## config.mk

```make
export PLATFORM = sky130hd
export DESIGN_NAME = gxo_top
export DESIGN_NICKNAME = d
export VERILOG_FILES = /design/src/logic/gxo_pkg.sv /design/src/logic/gxo_cb_table.sv /design/src/logic/gxo_desc_check.sv /design/src/logic/gxo_top.sv
export SDC_FILE = /design/constraint.sdc
export NUM_CORES = 1
export LEC_CHECK = 0
export BUFFER_PORTS_ARGS = -buffer_cell sky130_fd_sc_hd__buf_2
export CORE_ASPECT_RATIO = 0.5
export CORE_MARGIN = 8
export CORE_UTILIZATION = 65
export CTS_CLUSTER_DIAMETER = 150
export DETAILED_ROUTE_END_ITERATION = 10
export PLACE_DENSITY_LB_ADDON = 0.05
export SYNTH_ARGS = -nofsm -noshare
export SYNTH_HDL_FRONTEND = slang
export SYNTH_SLANG_ARGS = --single-unit
```

## constraint.sdc

```tcl
create_clock -name sys_clk -period 10.7 [get_ports sys_clk]
set_input_delay 2.14 -clock sys_clk [delete_from_list [all_inputs] [get_ports sys_clk]]
set_output_delay 2.14 -clock sys_clk [all_outputs]
set_load 0.05 [all_outputs]
```

## src/logic/gxo_pkg.sv

```systemverilog
// Shared constants, types and helpers for the global translation unit.
// Assumes one 32-bit address space for requests, tables and results.
package gxo_pkg;

  ////////////////////////////////////////////////////////////////////////
  // Widths
  localparam int ADDR_W = 32;
  localparam int DATA_W = 32;
  localparam int PAGE_SHIFT = 12;
  localparam int DESC_SHIFT = 2;
  localparam int OP_W = 3;
  localparam int FT_W = 5;
  localparam int NUM_COPY = 2;

  ////////////////////////////////////////////////////////////////////////
  // Operation code: nested, privileged, write
  localparam int OP_NESTED_BIT = 2;
  localparam int OP_PRIV_BIT = 1;
  localparam int OP_WRITE_BIT = 0;
  localparam logic [2:0] OP_S1_USER_READ = 3'h0;
  localparam logic [2:0] OP_S1_USER_WRITE = 3'h1;
  localparam logic [2:0] OP_S1_PRIV_READ = 3'h2;
  localparam logic [2:0] OP_S1_PRIV_WRITE = 3'h3;
  localparam logic [2:0] OP_NESTED_USER_READ = 3'h4;
  localparam logic [2:0] OP_NESTED_USER_WRITE = 3'h5;
  localparam logic [2:0] OP_NESTED_PRIV_READ = 3'h6;
  localparam logic [2:0] OP_NESTED_PRIV_WRITE = 3'h7;

  // Security copies
  localparam bit COPY_NS = 1'b0;
  localparam bit COPY_S = 1'b1;

  ////////////////////////////////////////////////////////////////////////
  // Context bank configuration word
  localparam int CFG_S2_FMT_BIT = 1;
  localparam int CFG_SECURE_BIT = 2;
  localparam int CFG_LINKED_BIT = 3;
  localparam int CFG_FAULT_CTX_BIT = 4;
  localparam int CFG_S2IDX_LSB = 8;
  localparam logic [DATA_W-1:0] CFG_RST = 32'h0000_0000;

  // Table descriptor
  localparam int DESC_VALID_BIT = 0;
  localparam int DESC_USER_BIT = 1;
  localparam int DESC_WRITE_BIT = 2;

  ////////////////////////////////////////////////////////////////////////
  // Result word
  localparam int RES_FAULT_BIT = 0;
  localparam int RES_TYPE_LSB = 1;
  localparam int RES_STAGE_BIT = 6;
  localparam logic [DATA_W-1:0] RESULT_RST = 32'h0000_0000;
  localparam logic [FT_W-1:0] FT_NONE = 5'h00;
  localparam logic [FT_W-1:0] FT_UNIMPL_CB = 5'h01;
  localparam logic [FT_W-1:0] FT_INVALID_CTX = 5'h02;
  localparam logic [FT_W-1:0] FT_TRANSLATION = 5'h03;
  localparam logic [FT_W-1:0] FT_PERMISSION = 5'h04;
  localparam logic [FT_W-1:0] FT_EXT_ABORT = 5'h05;

  ////////////////////////////////////////////////////////////////////////
  typedef enum logic [2:0] {
    ST_IDLE = 3'b000,
    ST_CB_RD = 3'b001,
    ST_CB_CHK = 3'b010,
    ST_S2_CHK = 3'b011,
    ST_WALK = 3'b100,
    ST_PF = 3'b101,
    ST_DONE = 3'b110
  } gxo_state_t;

  typedef enum logic [1:0] {
    PH_TBL_S2 = 2'b00,
    PH_S1 = 2'b01,
    PH_OUT_S2 = 2'b10
  } gxo_phase_t;

  // Descriptor address: one word per page of the input address
  function automatic logic [ADDR_W-1:0] desc_addr(
    input logic [ADDR_W-1:0] base,
    input logic [ADDR_W-1:0] a);
    logic [ADDR_W-1:0] idx;
    idx = ADDR_W'({a[ADDR_W-1:PAGE_SHIFT], {DESC_SHIFT{1'b0}}});
    return {base[ADDR_W-1:PAGE_SHIFT], {PAGE_SHIFT{1'b0}}} + idx;
  endfunction : desc_addr

  function automatic logic [ADDR_W-1:0] page_join(
    input logic [DATA_W-1:0] desc,
    input logic [ADDR_W-1:0] a);
    return {desc[ADDR_W-1:PAGE_SHIFT], a[PAGE_SHIFT-1:0]};
  endfunction : page_join

  function automatic logic [DATA_W-1:0] fault_word(
    input logic stage2,
    input logic [FT_W-1:0] ft);
    logic [DATA_W-1:0] w;
    w = RESULT_RST;
    w[RES_FAULT_BIT] = 1'b1;
    w[RES_TYPE_LSB +: FT_W] = ft;
    w[RES_STAGE_BIT] = stage2;
    return w;
  endfunction : fault_word

endpackage : gxo_pkg

```

## src/logic/gxo_cb_table.sv

```systemverilog
// Context bank configuration store with a registered read port.
// Assumes writes and reads on the same clock; out-of-range reads give 0.
`timescale 1ns/1ps
module gxo_cb_table #(
  parameter int DEPTH = 12,
  parameter int IDX_W = 4,
  parameter int W = 32
) (
  // Clock and reset
  input wire logic sys_clk,
  input wire logic rst_b,
  // Write port
  input wire logic wr_en,
  input wire logic [IDX_W-1:0] wr_idx,
  input wire logic [W-1:0] wr_data,
  // Read port
  input wire logic [IDX_W-1:0] rd_idx,
  output logic [W-1:0] rd_data
);
  import gxo_pkg::*;

  logic [W-1:0] mem [DEPTH];
  logic [W-1:0] next_rd_data;

  always_comb begin
    next_rd_data = '0;
    if (int'(rd_idx) < DEPTH) begin
      next_rd_data = mem[rd_idx];
    end
  end

  // Array holds no reset so it can map onto plain storage
  always_ff @(posedge sys_clk) begin
    if (wr_en && int'(wr_idx) < DEPTH) begin
      mem[wr_idx] <= wr_data;
    end
  end

  always_ff @(posedge sys_clk or negedge rst_b) begin
    if (!rst_b) begin
      rd_data <= '0;
    end else begin
      rd_data <= next_rd_data;
    end
  end

endmodule : gxo_cb_table

```

## src/logic/gxo_desc_check.sv

```systemverilog
// Combinational descriptor check for one table lookup.
// Assumes the caller supplies the access kind of the running operation.
`timescale 1ns/1ps
module gxo_desc_check (
  // Descriptor and access
  input wire logic [gxo_pkg::DATA_W-1:0] desc,
  input wire logic is_stage2,
  input wire logic is_user,
  input wire logic is_write,
  // Verdict
  output logic fault,
  output logic [gxo_pkg::FT_W-1:0] fault_type
);
  import gxo_pkg::*;

  always_comb begin
    fault_type = FT_NONE;
    if (!desc[DESC_VALID_BIT]) begin
      fault_type = FT_TRANSLATION;
    end else if (is_write && !desc[DESC_WRITE_BIT]) begin
      fault_type = FT_PERMISSION;
    end else if (!is_stage2 && is_user && !desc[DESC_USER_BIT]) begin
      // Stage 2 has no privilege notion, only stage 1 checks user
      fault_type = FT_PERMISSION;
    end
    fault = (fault_type != FT_NONE);
  end

endmodule : gxo_desc_check

```

## src/logic/gxo_top.sv

```systemverilog
// Global translation operation unit: secure and non-secure request copies,
// one shared table walker, one prefetch entry.
// Assumes requests, config writes and the walk port share sys_clk.
// Overview of operation
// - Eight ops: stage, privilege, read/write combos
// - Request write starts translation with address, bank
// - Missing or stage 2 bank: unimplemented fault
// - Non-secure copy accepts only non-secure banks
// - Secure and non-secure copies run independently
// - Secure software reaches non-secure copy by alias
// - Success loads address into issuing copy's result
// - Progress flag high from start to completion
// - Failure writes fault type and stage code
// - Never stall; faults only in result word
// - Never queued behind stalled client traffic
// - Linked bank: table address through stage 2
// - Linked to fault context: invalid context fault
// - Prefetch finishes before completion is reported
`timescale 1ns/1ps
module gxo_top #(
  parameter int NUM_CB = 12,
  parameter int CB_IDX_W = 4,
  parameter bit PF_EN = 1'b1
) (
  // Clock and reset
  input wire logic sys_clk,
  input wire logic rst_b,
  // Translation request strobe
  input wire logic req_valid,
  input wire logic req_from_secure,
  input wire logic req_alias_ns,
  input wire logic [gxo_pkg::OP_W-1:0] req_op,
  input wire logic [gxo_pkg::ADDR_W-1:0] req_addr,
  input wire logic [CB_IDX_W-1:0] req_cb,
  // Context bank configuration write
  input wire logic cfg_we,
  input wire logic [CB_IDX_W-1:0] cfg_idx,
  input wire logic [gxo_pkg::DATA_W-1:0] cfg_data,
  // Secure copy status
  output logic [gxo_pkg::DATA_W-1:0] secure_glob_xlate_result,
  output logic secure_glob_xlate_progress,
  // Non-secure copy status
  output logic [gxo_pkg::DATA_W-1:0] nonsecure_glob_xlate_result,
  output logic nonsecure_glob_xlate_progress,
  // Table walk read port
  output logic walk_req,
  output logic [gxo_pkg::ADDR_W-1:0] walk_addr,
  input wire logic walk_ack,
  input wire logic [gxo_pkg::DATA_W-1:0] walk_data,
  input wire logic walk_err
);
  import gxo_pkg::*;

  logic [NUM_COPY-1:0] take;
  logic [NUM_COPY-1:0] grant;
  logic [NUM_COPY-1:0] done;
  logic [NUM_COPY-1:0] active;
  logic [NUM_COPY-1:0] pend;
  logic [OP_W-1:0] q_op [NUM_COPY];
  logic [ADDR_W-1:0] q_addr [NUM_COPY];
  logic [CB_IDX_W-1:0] q_cb [NUM_COPY];
  logic [DATA_W-1:0] result [NUM_COPY];
  logic [DATA_W-1:0] fin_result;
  logic tgt_secure;

  ////////////////////////////////////////////////////////////////////////
  // Request routing
  assign tgt_secure = req_from_secure && !req_alias_ns;
  // Non-secure software can never reach the secure copy
  assign take[COPY_S] = req_valid && tgt_secure;
  assign take[COPY_NS] = req_valid && !tgt_secure;

  ////////////////////////////////////////////////////////////////////////
  // Per-copy request, progress and result state
  genvar g;
  for (g = 0; g < NUM_COPY; g++) begin : g_copy
    logic act_q, pend_q, next_act, next_pend;
    logic [OP_W-1:0] op_q, next_op;
    logic [ADDR_W-1:0] addr_q, next_addr;
    logic [CB_IDX_W-1:0] cb_q, next_cb;
    logic [DATA_W-1:0] res_q, next_res;

    always_comb begin
      next_act = act_q;
      next_pend = pend_q;
      next_op = op_q;
      next_addr = addr_q;
      next_cb = cb_q;
      next_res = res_q;
      if (done[g]) begin
        next_act = 1'b0;
        next_res = fin_result;
      end
      if (grant[g]) begin
        next_pend = 1'b0;
      end
      // A request while busy is undefined; latest one simply wins
      if (take[g]) begin
        next_act = 1'b1;
        next_pend = 1'b1;
        next_op = req_op;
        next_addr = req_addr;
        next_cb = req_cb;
      end
    end

    always_ff @(posedge sys_clk or negedge rst_b) begin
      if (!rst_b) begin
        act_q <= 1'b0;
        pend_q <= 1'b0;
        op_q <= '0;
        addr_q <= '0;
        cb_q <= '0;
        res_q <= RESULT_RST;
      end else begin
        act_q <= next_act;
        pend_q <= next_pend;
        op_q <= next_op;
        addr_q <= next_addr;
        cb_q <= next_cb;
        res_q <= next_res;
      end
    end

    assign active[g] = act_q;
    assign pend[g] = pend_q;
    assign q_op[g] = op_q;
    assign q_addr[g] = addr_q;
    assign q_cb[g] = cb_q;
    assign result[g] = res_q;
  end

  assign secure_glob_xlate_result = result[COPY_S];
  assign secure_glob_xlate_progress = active[COPY_S];
  assign nonsecure_glob_xlate_result = result[COPY_NS];
  assign nonsecure_glob_xlate_progress = active[COPY_NS];

  ////////////////////////////////////////////////////////////////////////
  // Shared walker
  gxo_state_t state, next_state;
  gxo_phase_t phase, next_phase;
  logic cur, next_cur, last, next_last, sel;
  logic [OP_W-1:0] w_op, next_w_op;
  logic [ADDR_W-1:0] w_addr, next_w_addr;
  logic [CB_IDX_W-1:0] w_cb, next_w_cb;
  logic [ADDR_W-1:0] tmp_addr, next_tmp_addr;
  logic [ADDR_W-1:0] s2_ttb, next_s2_ttb;
  logic [ADDR_W-1:0] next_walk_addr;
  logic [DATA_W-1:0] wres, next_wres;
  logic pf_valid, next_pf_valid;
  logic [ADDR_W-1:0] pf_addr, next_pf_addr;
  logic [DATA_W-1:0] pf_desc, next_pf_desc;
  logic [CB_IDX_W-1:0] cb_rd_idx, s2_idx;
  logic [DATA_W-1:0] cb_rdata;
  logic pf_hit, eff_ack, chk_fault, stage2_ph;
  logic [DATA_W-1:0] eff_data;
  logic [FT_W-1:0] chk_type;

  assign s2_idx = cb_rdata[CFG_S2IDX_LSB +: CB_IDX_W];
  assign cb_rd_idx = (state == ST_CB_CHK) ? s2_idx : w_cb;
  assign stage2_ph = (phase != PH_S1);
  assign pf_hit = PF_EN && state == ST_WALK && phase == PH_S1 &&
                  pf_valid && pf_addr == walk_addr;
  // Dedicated port: never shares a queue with client traffic
  assign walk_req = (state == ST_WALK && !pf_hit) || state == ST_PF;
  assign eff_ack = walk_ack || pf_hit;
  assign eff_data = pf_hit ? pf_desc : walk_data;
  assign sel = (&pend) ? !last : pend[COPY_S];

  gxo_cb_table #(
    .DEPTH(NUM_CB),
    .IDX_W(CB_IDX_W),
    .W(DATA_W)
  ) u_cb_table (
    .sys_clk(sys_clk),
    .rst_b(rst_b),
    .wr_en(cfg_we),
    .wr_idx(cfg_idx),
    .wr_data(cfg_data),
    .rd_idx(cb_rd_idx),
    .rd_data(cb_rdata)
  );

  gxo_desc_check u_desc_check (
    .desc(eff_data),
    .is_stage2(stage2_ph),
    .is_user(!w_op[OP_PRIV_BIT]),
    .is_write((phase != PH_TBL_S2) && w_op[OP_WRITE_BIT]),
    .fault(chk_fault),
    .fault_type(chk_type)
  );

  always_comb begin
    next_state = state;
    next_phase = phase;
    next_cur = cur;
    next_last = last;
    next_w_op = w_op;
    next_w_addr = w_addr;
    next_w_cb = w_cb;
    next_tmp_addr = tmp_addr;
    next_s2_ttb = s2_ttb;
    next_walk_addr = walk_addr;
    next_wres = wres;
    next_pf_valid = pf_valid;
    next_pf_addr = pf_addr;
    next_pf_desc = pf_desc;
    grant = '0;
    done = '0;
    case (state)
      ST_IDLE: begin
        if (|pend) begin
          grant[sel] = 1'b1;
          next_cur = sel;
          next_last = sel;
          next_w_op = q_op[sel];
          next_w_addr = q_addr[sel];
          next_w_cb = q_cb[sel];
          next_state = ST_CB_RD;
        end
      end
      ST_CB_RD: begin
        next_state = ST_CB_CHK;
      end
      ST_CB_CHK: begin
        next_state = ST_DONE;
        if (int'(w_cb) >= NUM_CB || cb_rdata[CFG_S2_FMT_BIT]) begin
          next_wres = fault_word(1'b0, FT_UNIMPL_CB);
        end else if (cur == COPY_NS && cb_rdata[CFG_SECURE_BIT]) begin
          next_wres = fault_word(1'b0, FT_UNIMPL_CB);
        end else if (cb_rdata[CFG_LINKED_BIT]) begin
          if (int'(s2_idx) >= NUM_CB) begin
            next_wres = fault_word(1'b1, FT_INVALID_CTX);
          end else begin
            next_tmp_addr = desc_addr(cb_rdata, w_addr);
            next_state = ST_S2_CHK;
          end
        end else if (w_op[OP_NESTED_BIT]) begin
          // Nested op on a bank with no second stage
          next_wres = fault_word(1'b1, FT_INVALID_CTX);
        end else begin
          next_walk_addr = desc_addr(cb_rdata, w_addr);
          next_phase = PH_S1;
          next_state = ST_WALK;
        end
      end
      ST_S2_CHK: begin
        next_state = ST_DONE;
        if (!cb_rdata[CFG_S2_FMT_BIT] || cb_rdata[CFG_FAULT_CTX_BIT]) begin
          next_wres = fault_word(1'b1, FT_INVALID_CTX);
        end else begin
          next_s2_ttb = cb_rdata;
          next_walk_addr = desc_addr(cb_rdata, tmp_addr);
          next_phase = PH_TBL_S2;
          next_state = ST_WALK;
        end
      end
      ST_WALK: begin
        if (eff_ack) begin
          if (walk_ack && walk_err) begin
            next_wres = fault_word(stage2_ph, FT_EXT_ABORT);
            next_state = ST_DONE;
          end else if (chk_fault) begin
            next_wres = fault_word(stage2_ph, chk_type);
            next_state = ST_DONE;
          end else begin
            case (phase)
              PH_TBL_S2: begin
                next_walk_addr = page_join(eff_data, tmp_addr);
                next_phase = PH_S1;
              end
              PH_S1: begin
                next_tmp_addr = page_join(eff_data, w_addr);
                if (w_op[OP_NESTED_BIT]) begin
                  next_walk_addr = desc_addr(s2_ttb,
                                             page_join(eff_data, w_addr));
                  next_phase = PH_OUT_S2;
                end else begin
                  next_wres = {eff_data[DATA_W-1:PAGE_SHIFT],
                               {PAGE_SHIFT{1'b0}}};
                  next_state = ST_DONE;
                  if (PF_EN) begin
                    next_walk_addr = walk_addr +
                                     ADDR_W'(1 << DESC_SHIFT);
                    next_pf_addr = walk_addr + ADDR_W'(1 << DESC_SHIFT);
                    next_pf_valid = 1'b0;
                    next_state = ST_PF;
                  end
                end
              end
              PH_OUT_S2: begin
                next_wres = {eff_data[DATA_W-1:PAGE_SHIFT],
                             {PAGE_SHIFT{1'b0}}};
                next_state = ST_DONE;
              end
              default: begin
                next_state = ST_DONE;
              end
            endcase
          end
        end
      end
      ST_PF: begin
        // Completion waits for the prefetch read to return
        if (walk_ack) begin
          next_pf_valid = !walk_err;
          next_pf_desc = walk_data;
          next_state = ST_DONE;
        end
      end
      ST_DONE: begin
        done[cur] = 1'b1;
        next_state = ST_IDLE;
      end
      default: begin
        next_state = ST_IDLE;
      end
    endcase
    // Config change may leave the prefetched entry stale
    if (cfg_we) begin
      next_pf_valid = 1'b0;
    end
  end

  assign fin_result = wres;

  always_ff @(posedge sys_clk or negedge rst_b) begin
    if (!rst_b) begin
      state <= ST_IDLE;
      phase <= PH_S1;
      cur <= COPY_NS;
      last <= COPY_NS;
      w_op <= '0;
      w_addr <= '0;
      w_cb <= '0;
      tmp_addr <= '0;
      s2_ttb <= '0;
      walk_addr <= '0;
      wres <= RESULT_RST;
      pf_valid <= 1'b0;
      pf_addr <= '0;
      pf_desc <= '0;
    end else begin
      state <= next_state;
      phase <= next_phase;
      cur <= next_cur;
      last <= next_last;
      w_op <= next_w_op;
      w_addr <= next_w_addr;
      w_cb <= next_w_cb;
      tmp_addr <= next_tmp_addr;
      s2_ttb <= next_s2_ttb;
      walk_addr <= next_walk_addr;
      wres <= next_wres;
      pf_valid <= next_pf_valid;
      pf_addr <= next_pf_addr;
      pf_desc <= next_pf_desc;
    end
  end
endmodule : gxo_top

```

# After elaboration in Yosys (flattened, before gate mapping)
# Memory sizes are Yosys's and may differ from the RTL's.
# Cells that the tools add are included.
[totals]
mem_bits_ro = 0
ramBits = 384
in_bits = 115
latch_bits = 0
register_bits = 416
mem_count = 1
elab_cells = 234
output_inout_bits = 99
[classes]
eq_ne = 37
add_sub_neg = 4
mul = 0
bitwise = 6
n_reduce_logical = 53
n_lt_le_gt_ge = 9
n_shift = 0
mux = 98
div_mod_pow = 0
[memory_table]
columns = ["name", "words", "width", "read_ports", "rd_clocked_by_memory_dff", "write_ports", "line_no", "source"]
rows = [
  ["u_cb_table.mem", 12, 32, 1, 0, 1, "gxo_cb_table.sv:22", "logic [W-1:0] mem [DEPTH];"],
]
[ops]
columns = ["cell", "n"]
rows = [
  ["$mux W32", 32],
  ["$pmux W32 S2", 3],
  ["$pmux W32 S3", 2],
  ["$add A32 B22 Y32", 3],
  ["$mux W3", 14],
  ["$add A32 B3 Y32 const B", 1],
  ["$eq A32 B32 Y1", 1],
  ["$mux W2", 14],
  ["$ne A2 B2 Y1 const B", 12],
  ["$mux W1", 20],
  ["$ne A3 B3 Y1 const B", 6],
  ["$pmux W3 S6", 1],
  ["$logic_and A1 B1 Y1", 16],
  ["$mux W4", 4],
  ["$reduce_and A7 Y1", 2],
  ["$reduce_bool A2 Y1", 6],
  ["$reduce_and A11 Y1", 1],
  ["$logic_not A1 Y1", 10],
  ["$mux W5", 2],
  ["$ne A5 B2 Y1 const B", 2],
  ["$reduce_and A10 Y1", 1],
  ["$eq A3 B3 Y1 const B", 3],
  ["$reduce_and A9 Y1", 1],
  ["$ge A4 B4 Y1 const B", 2],
  ["30 further kinds", 48],
]

# Depth between registers and ports, before layout
[logic_depth]
depth_word = 16
ltp_mapped = 19
mapped_depth_nobuf = 16

# Cells and area by module
# Synthesis repeated with hierarchy kept, for this count alone.
[unflattened]
cells_unflattened = 2386
hier_area_um2 = 33718.6
[modules_own_cells]
columns = ["module", "n_inst", "seq_area_each_um2", "area_each_um2", "cells_each"]
rows = [
  ["gxo_top", 1, 8934.8, 18288.8, 1715],
  ["gxo_cb_table", 1, 12331.8, 15371.0, 662],
  ["gxo_desc_check", 1, 0.0, 58.8, 9],
]

# Least setup slack after synthesis
# No wires, ideal clock.
[synth_timing]
path_kind = "input port to flip-flop"
startpoint = "input port cfg_idx[2]"
endpoint = "memory u_cb_table.mem[0][10], enable pin"
path_buffers = 0
required_ps = 10252
setup_time_ps = 448
cell_stages = 2
t_arrival_ps = 4591
path_slack_ps = 5661
cell_sequence = "or3b_2 > nor3_1"
[synth_via]
elab_chain_len = 4
[synth_lines]
columns = ["item", "line_no", "source"]
rows = [
  ["from (decl)", "gxo_top.sv:37", "input wire logic [CB_IDX_W-1:0] cfg_idx,"],
  ["$lt A4 B4 Y1", "gxo_cb_table.sv:34", "if (wr_en && int'(wr_idx) < DEPTH) begin"],
  ["$logic_and A1 B1 Y1", "gxo_cb_table.sv:34", ""],
  ["$mux W1", "gxo_cb_table.sv:34", ""],
  ["$mux W1 (not written as such)", "gxo_cb_table.sv:35", "mem[wr_idx] <= wr_data;"],
  ["to (decl)", "gxo_cb_table.sv:22", ""],
]
# Several ways; a longest one is shown, not always the timed one.

# Worst setup path in the final report
[layout_timing]
startpoint = "register phase[0]"
endpoint = "register walk_addr[28] in the netlist's numbering"
[layout_via]
elab_chain_len = 13
elab_cells_between_ends = 31
cone_classes = "add/sub (1); eq/ne (5); mux (10); reduce/logical (15)"
[layout_lines]
columns = ["item", "line_no", "source"]
rows = [
  ["from (decl)", "gxo_top.sv:141", "gxo_phase_t phase, next_phase;"],
  ["from (signal assigned)", "gxo_top.sv:345", "phase <= next_phase;"],
  ["parallel branches: the longest is 13 deep, another holds $add A32 B22 Y32", "-", ""],
  ["to (signal assigned)", "gxo_top.sv:353", "walk_addr <= next_walk_addr;"],
  ["to (decl)", "gxo_top.sv:47", "output logic [gxo_pkg::ADDR_W-1:0] walk_addr,"],
]
# Parallel ways; which one is timed is not known. The select of a mux whose other input is x is not followed.
# A chain may end at the register's enable or synchronous reset.

==> qor.txt <==
Run status: completed
Die height: 170.9 µm
Residual DRC: 0
CTS sink cnt: 706
Synthesis warning total: 0
Fin Hold WS: 477.2 ps
Sequence of cells on the critical path: nor2b_1 -> nand2_2 -> or3_1 -> or3_1 -> buf_4 -> mux2i_1 -> inv_1 -> ha_1 -> a21oi_1 -> nor2b_1 -> o31ai_1 -> o21ai_0 -> xor2_1 -> a221oi_1 -> a22o_1 -> a21oi_1
Post-synth EDFFs: 336
Required time worst endpoint: 11,180 ps
Initial antenna violation count: 6
Avg Inst Size Synth: 13.94 µm²
Static leakage: 14.10 nW
Yosys top cell by area: edfxtp_1
Port bufs: 186
Initial core utilization: 66.25%
Min Tclk post-route: 5936 ps
Wire length of the first global-routing pass: 114,000 µm
Sequential power share: 37.9%
Row count: 56
Worst IR Drop VDD: 0.1696 mV
Synth Flop Type: dfrtp_1
Most frequent cell after synthesis: dfrtp_1
Clk_lat worst skew: 640 ps
Routed vias/inst: 6.256
WP data arrival: 6410 ps
Net Sw Frac: 39.22%
CTS tree: done
First-pass DRT Iterations: 5
Kind of critical path: reg2reg
Synth Cell Area: 31,190 µm²
Final Max Slew Viols: 0
Slew @ Worst Pin: 1027 ps
Num CTS Buffers: 57
Final Hold Fails: 0
Post-synth ARST share: 52.41%
Critical Path Fanout Max: 26
Share of cells above drive strength 1: 25.97%
Max-cap violations: 0
Root buf cell: clkbuf_16
Drt wl/cell: 23.95 µm
Total track usage: 26.45%
I/O pin count: 214
CTS H-Tree Depth: 2
CP Capture Type: register
Largest net degree at the start of global routing: 130
GR Overflow Total: 0
Internal: 0.006147 W
Area grow syn2layout: 11.52%
Combinational Power Share: 41.1%
Final setup TNS: 0 ps
Iteration-0 DRC Markers: 2,215
Worst hold path class: reg2reg
P_sw: 0.003967 W
Vias after detailed routing: 19,370
Post-cts resize count: 0
RSZ-0062 raised after global routing: false
Distinct cells, synth: 79
Layout Skew: 25.61 ps
Post-CTS Setup Bufs: 0
Routability cong.: 0.9300
Clock transition at path regs: 70 ps
Post-route ant nets: 0
Tcrit/Tclk final: 55.47%
Post-Synthesis Cells: 2,237
Final setup viols: 0
Placed Instance Area: 32,880 µm²
Yosys reg bits: 706
Sequential fraction of the synthesis area: 62.03%
List of most frequent post-synthesis cells: 369 x dfrtp_1, 336 x edfxtp_1, 197 x mux2_2
Finished Cell Area: 34,790 µm²
Pwr/cell area: 290.8 nW/µm²
Clock Tree Buf Depth: 3
Crit start category: register
Detailed-route wire length: 74,160 µm
Worst rel slew slack: 31.52%
CTS Hold Bufs: 0
F_max: 0.1685 GHz
Nets@finish: 2,557
Die area: 55,680 µm²
Yosys top cell area share: 32.35%
Die Width: 325.8 µm
Main area contributors after synthesis: edfxtp_1 32%, dfrtp_1 30%, mux2_2 7.1%
Vias in the first global route: 19,120
Delay of the slowest cell on the worst path: 630 ps
Post-detail-place hpwl: 48,000 µm
Cell at the slowest stage of the critical path: mux2i_1
Clock power frac: 21.0%
Core region area: 47,090 µm²
-- critical path: cells and delay by family, from the launching register on --
kind / cells / cell delay [ps]
buf+inv: 2 / 440
mux: 1 / 630
fa+ha+maj: 1 / 390
compound gates: 6 / 1670
xor+xnor: 1 / 190
simple gates: 5 / 1860
flops: 1 / 580
-- per-layer routing --
metal	vias up	track usage [%]	wire, µm
met3	113	5.346	6387
li1	8643	-	-
met1	9829	38.67	32180
met4	6	6.709	1470
met5	-	0	35
met2	783	41.16	34080
-- flip-flops by register name, indices dropped and copies added, names as in the netlist, 8 cells and up --
register,flops
walk_addr,32
nonsecure_glob_xlate_result,25
u_cb_table.rd_data,28
tmp_addr,32
pf_addr,32
w_addr,32
s2_ttb,20
g_copy.addr_q,64
pf_desc,23
fin_result,25
u_cb_table.mem,336
g_copy.cb_q,8
secure_glob_xlate_result,25
-- metrics by stage --
| step | instances | setup slack, ps | util (%) | total power (W) |
|---|---|---|---|---|
| after floorplan | 2250 | 5661 | - | 0.006745 |
| after global placement | 2987 | 4965 | 69.84 | 0.007897 |
| after detailed placement | 2987 | 4973 | 69.84 | 0.007980 |
| after CTS | 3095 | 4836 | 73.87 | 0.01011 |
| after global routing | 3097 | 4519 | 73.88 | 0.01064 |
| final | 3097 | 4764 | 73.88 | 0.01011 |
-- power groups by stage --
stage	clock network [W]	logic (W)	registers, W
4_1_cts	0.00215	0.00414	0.00382
3_3_place_gp	0	0.00405	0.00385
2_1_floorplan	0	0.00275	0.00400
5_1_grt	0.00226	0.00448	0.00389
3_5_place_dp	0	0.00410	0.00388
6_report	0.00212	0.00416	0.00384
-- path summary, 6_finish.rpt --
path                            cells after the start                           end                  startpoint  slack, ps
max in group asynchronous                           3                  tmp_addr[24]                       rst_b       7140
worst max register to register                     16                 walk_addr[28]                    phase[0]       4760
worst min-delay path                                2    secure_glob_xlate_progress  secure_glob_xlate_progress        480
min in group asynchronous                           1  secure_glob_xlate_result[23]                       rst_b       1530
worst max-delay path                               16                 walk_addr[28]                    phase[0]       4760
worst min register to register                      2    secure_glob_xlate_progress  secure_glob_xlate_progress        480
-- layout make-up --
cell class / count / area (µm²)
antenna: 2 / 5.005
clock buffer: 79 / 1620
clock inverter: 29 / 279.0
fill: 3110 / 12300
inverter: 29 / 108.9
multi-input combinational: 1382 / 11330
sequential: 706 / 19350
tap: 638 / 798.3
timing repair buffer: 232 / 1299
-- cells in the final DEF (no fill, tap or decap), drive strengths merged, types with 19 or more instances in the layout --
master,n
a21oi,88
xnor2,61
nor2,126
nor3,28
nand2,191
mux2,224
dfrtp,369
ha,31
mux4,84
clkbuf,79
inv,29
xor2,43
buf,232
o21ai,121
edfxtp,336
nand3,27
nand4,19
mux2i,106
-- kinds of logic (layout without fill, tap and decap cells) --
group	count (synthesis)	in the layout	synth area share, %
adder cells (fa/ha/maj)	34	34	1.436
multiplexers	414	414	17.55
XOR/XNOR	104	104	2.920
AND/OR/NAND/NOR	471	471	6.887
AO/OA/AOI/OAI	345	345	6.859
buffers and inverters	162	369	2.302
other	1	16	0.01202
flip-flops	706	706	62.03
Note: power is estimated with default switching activity, not from simulation.
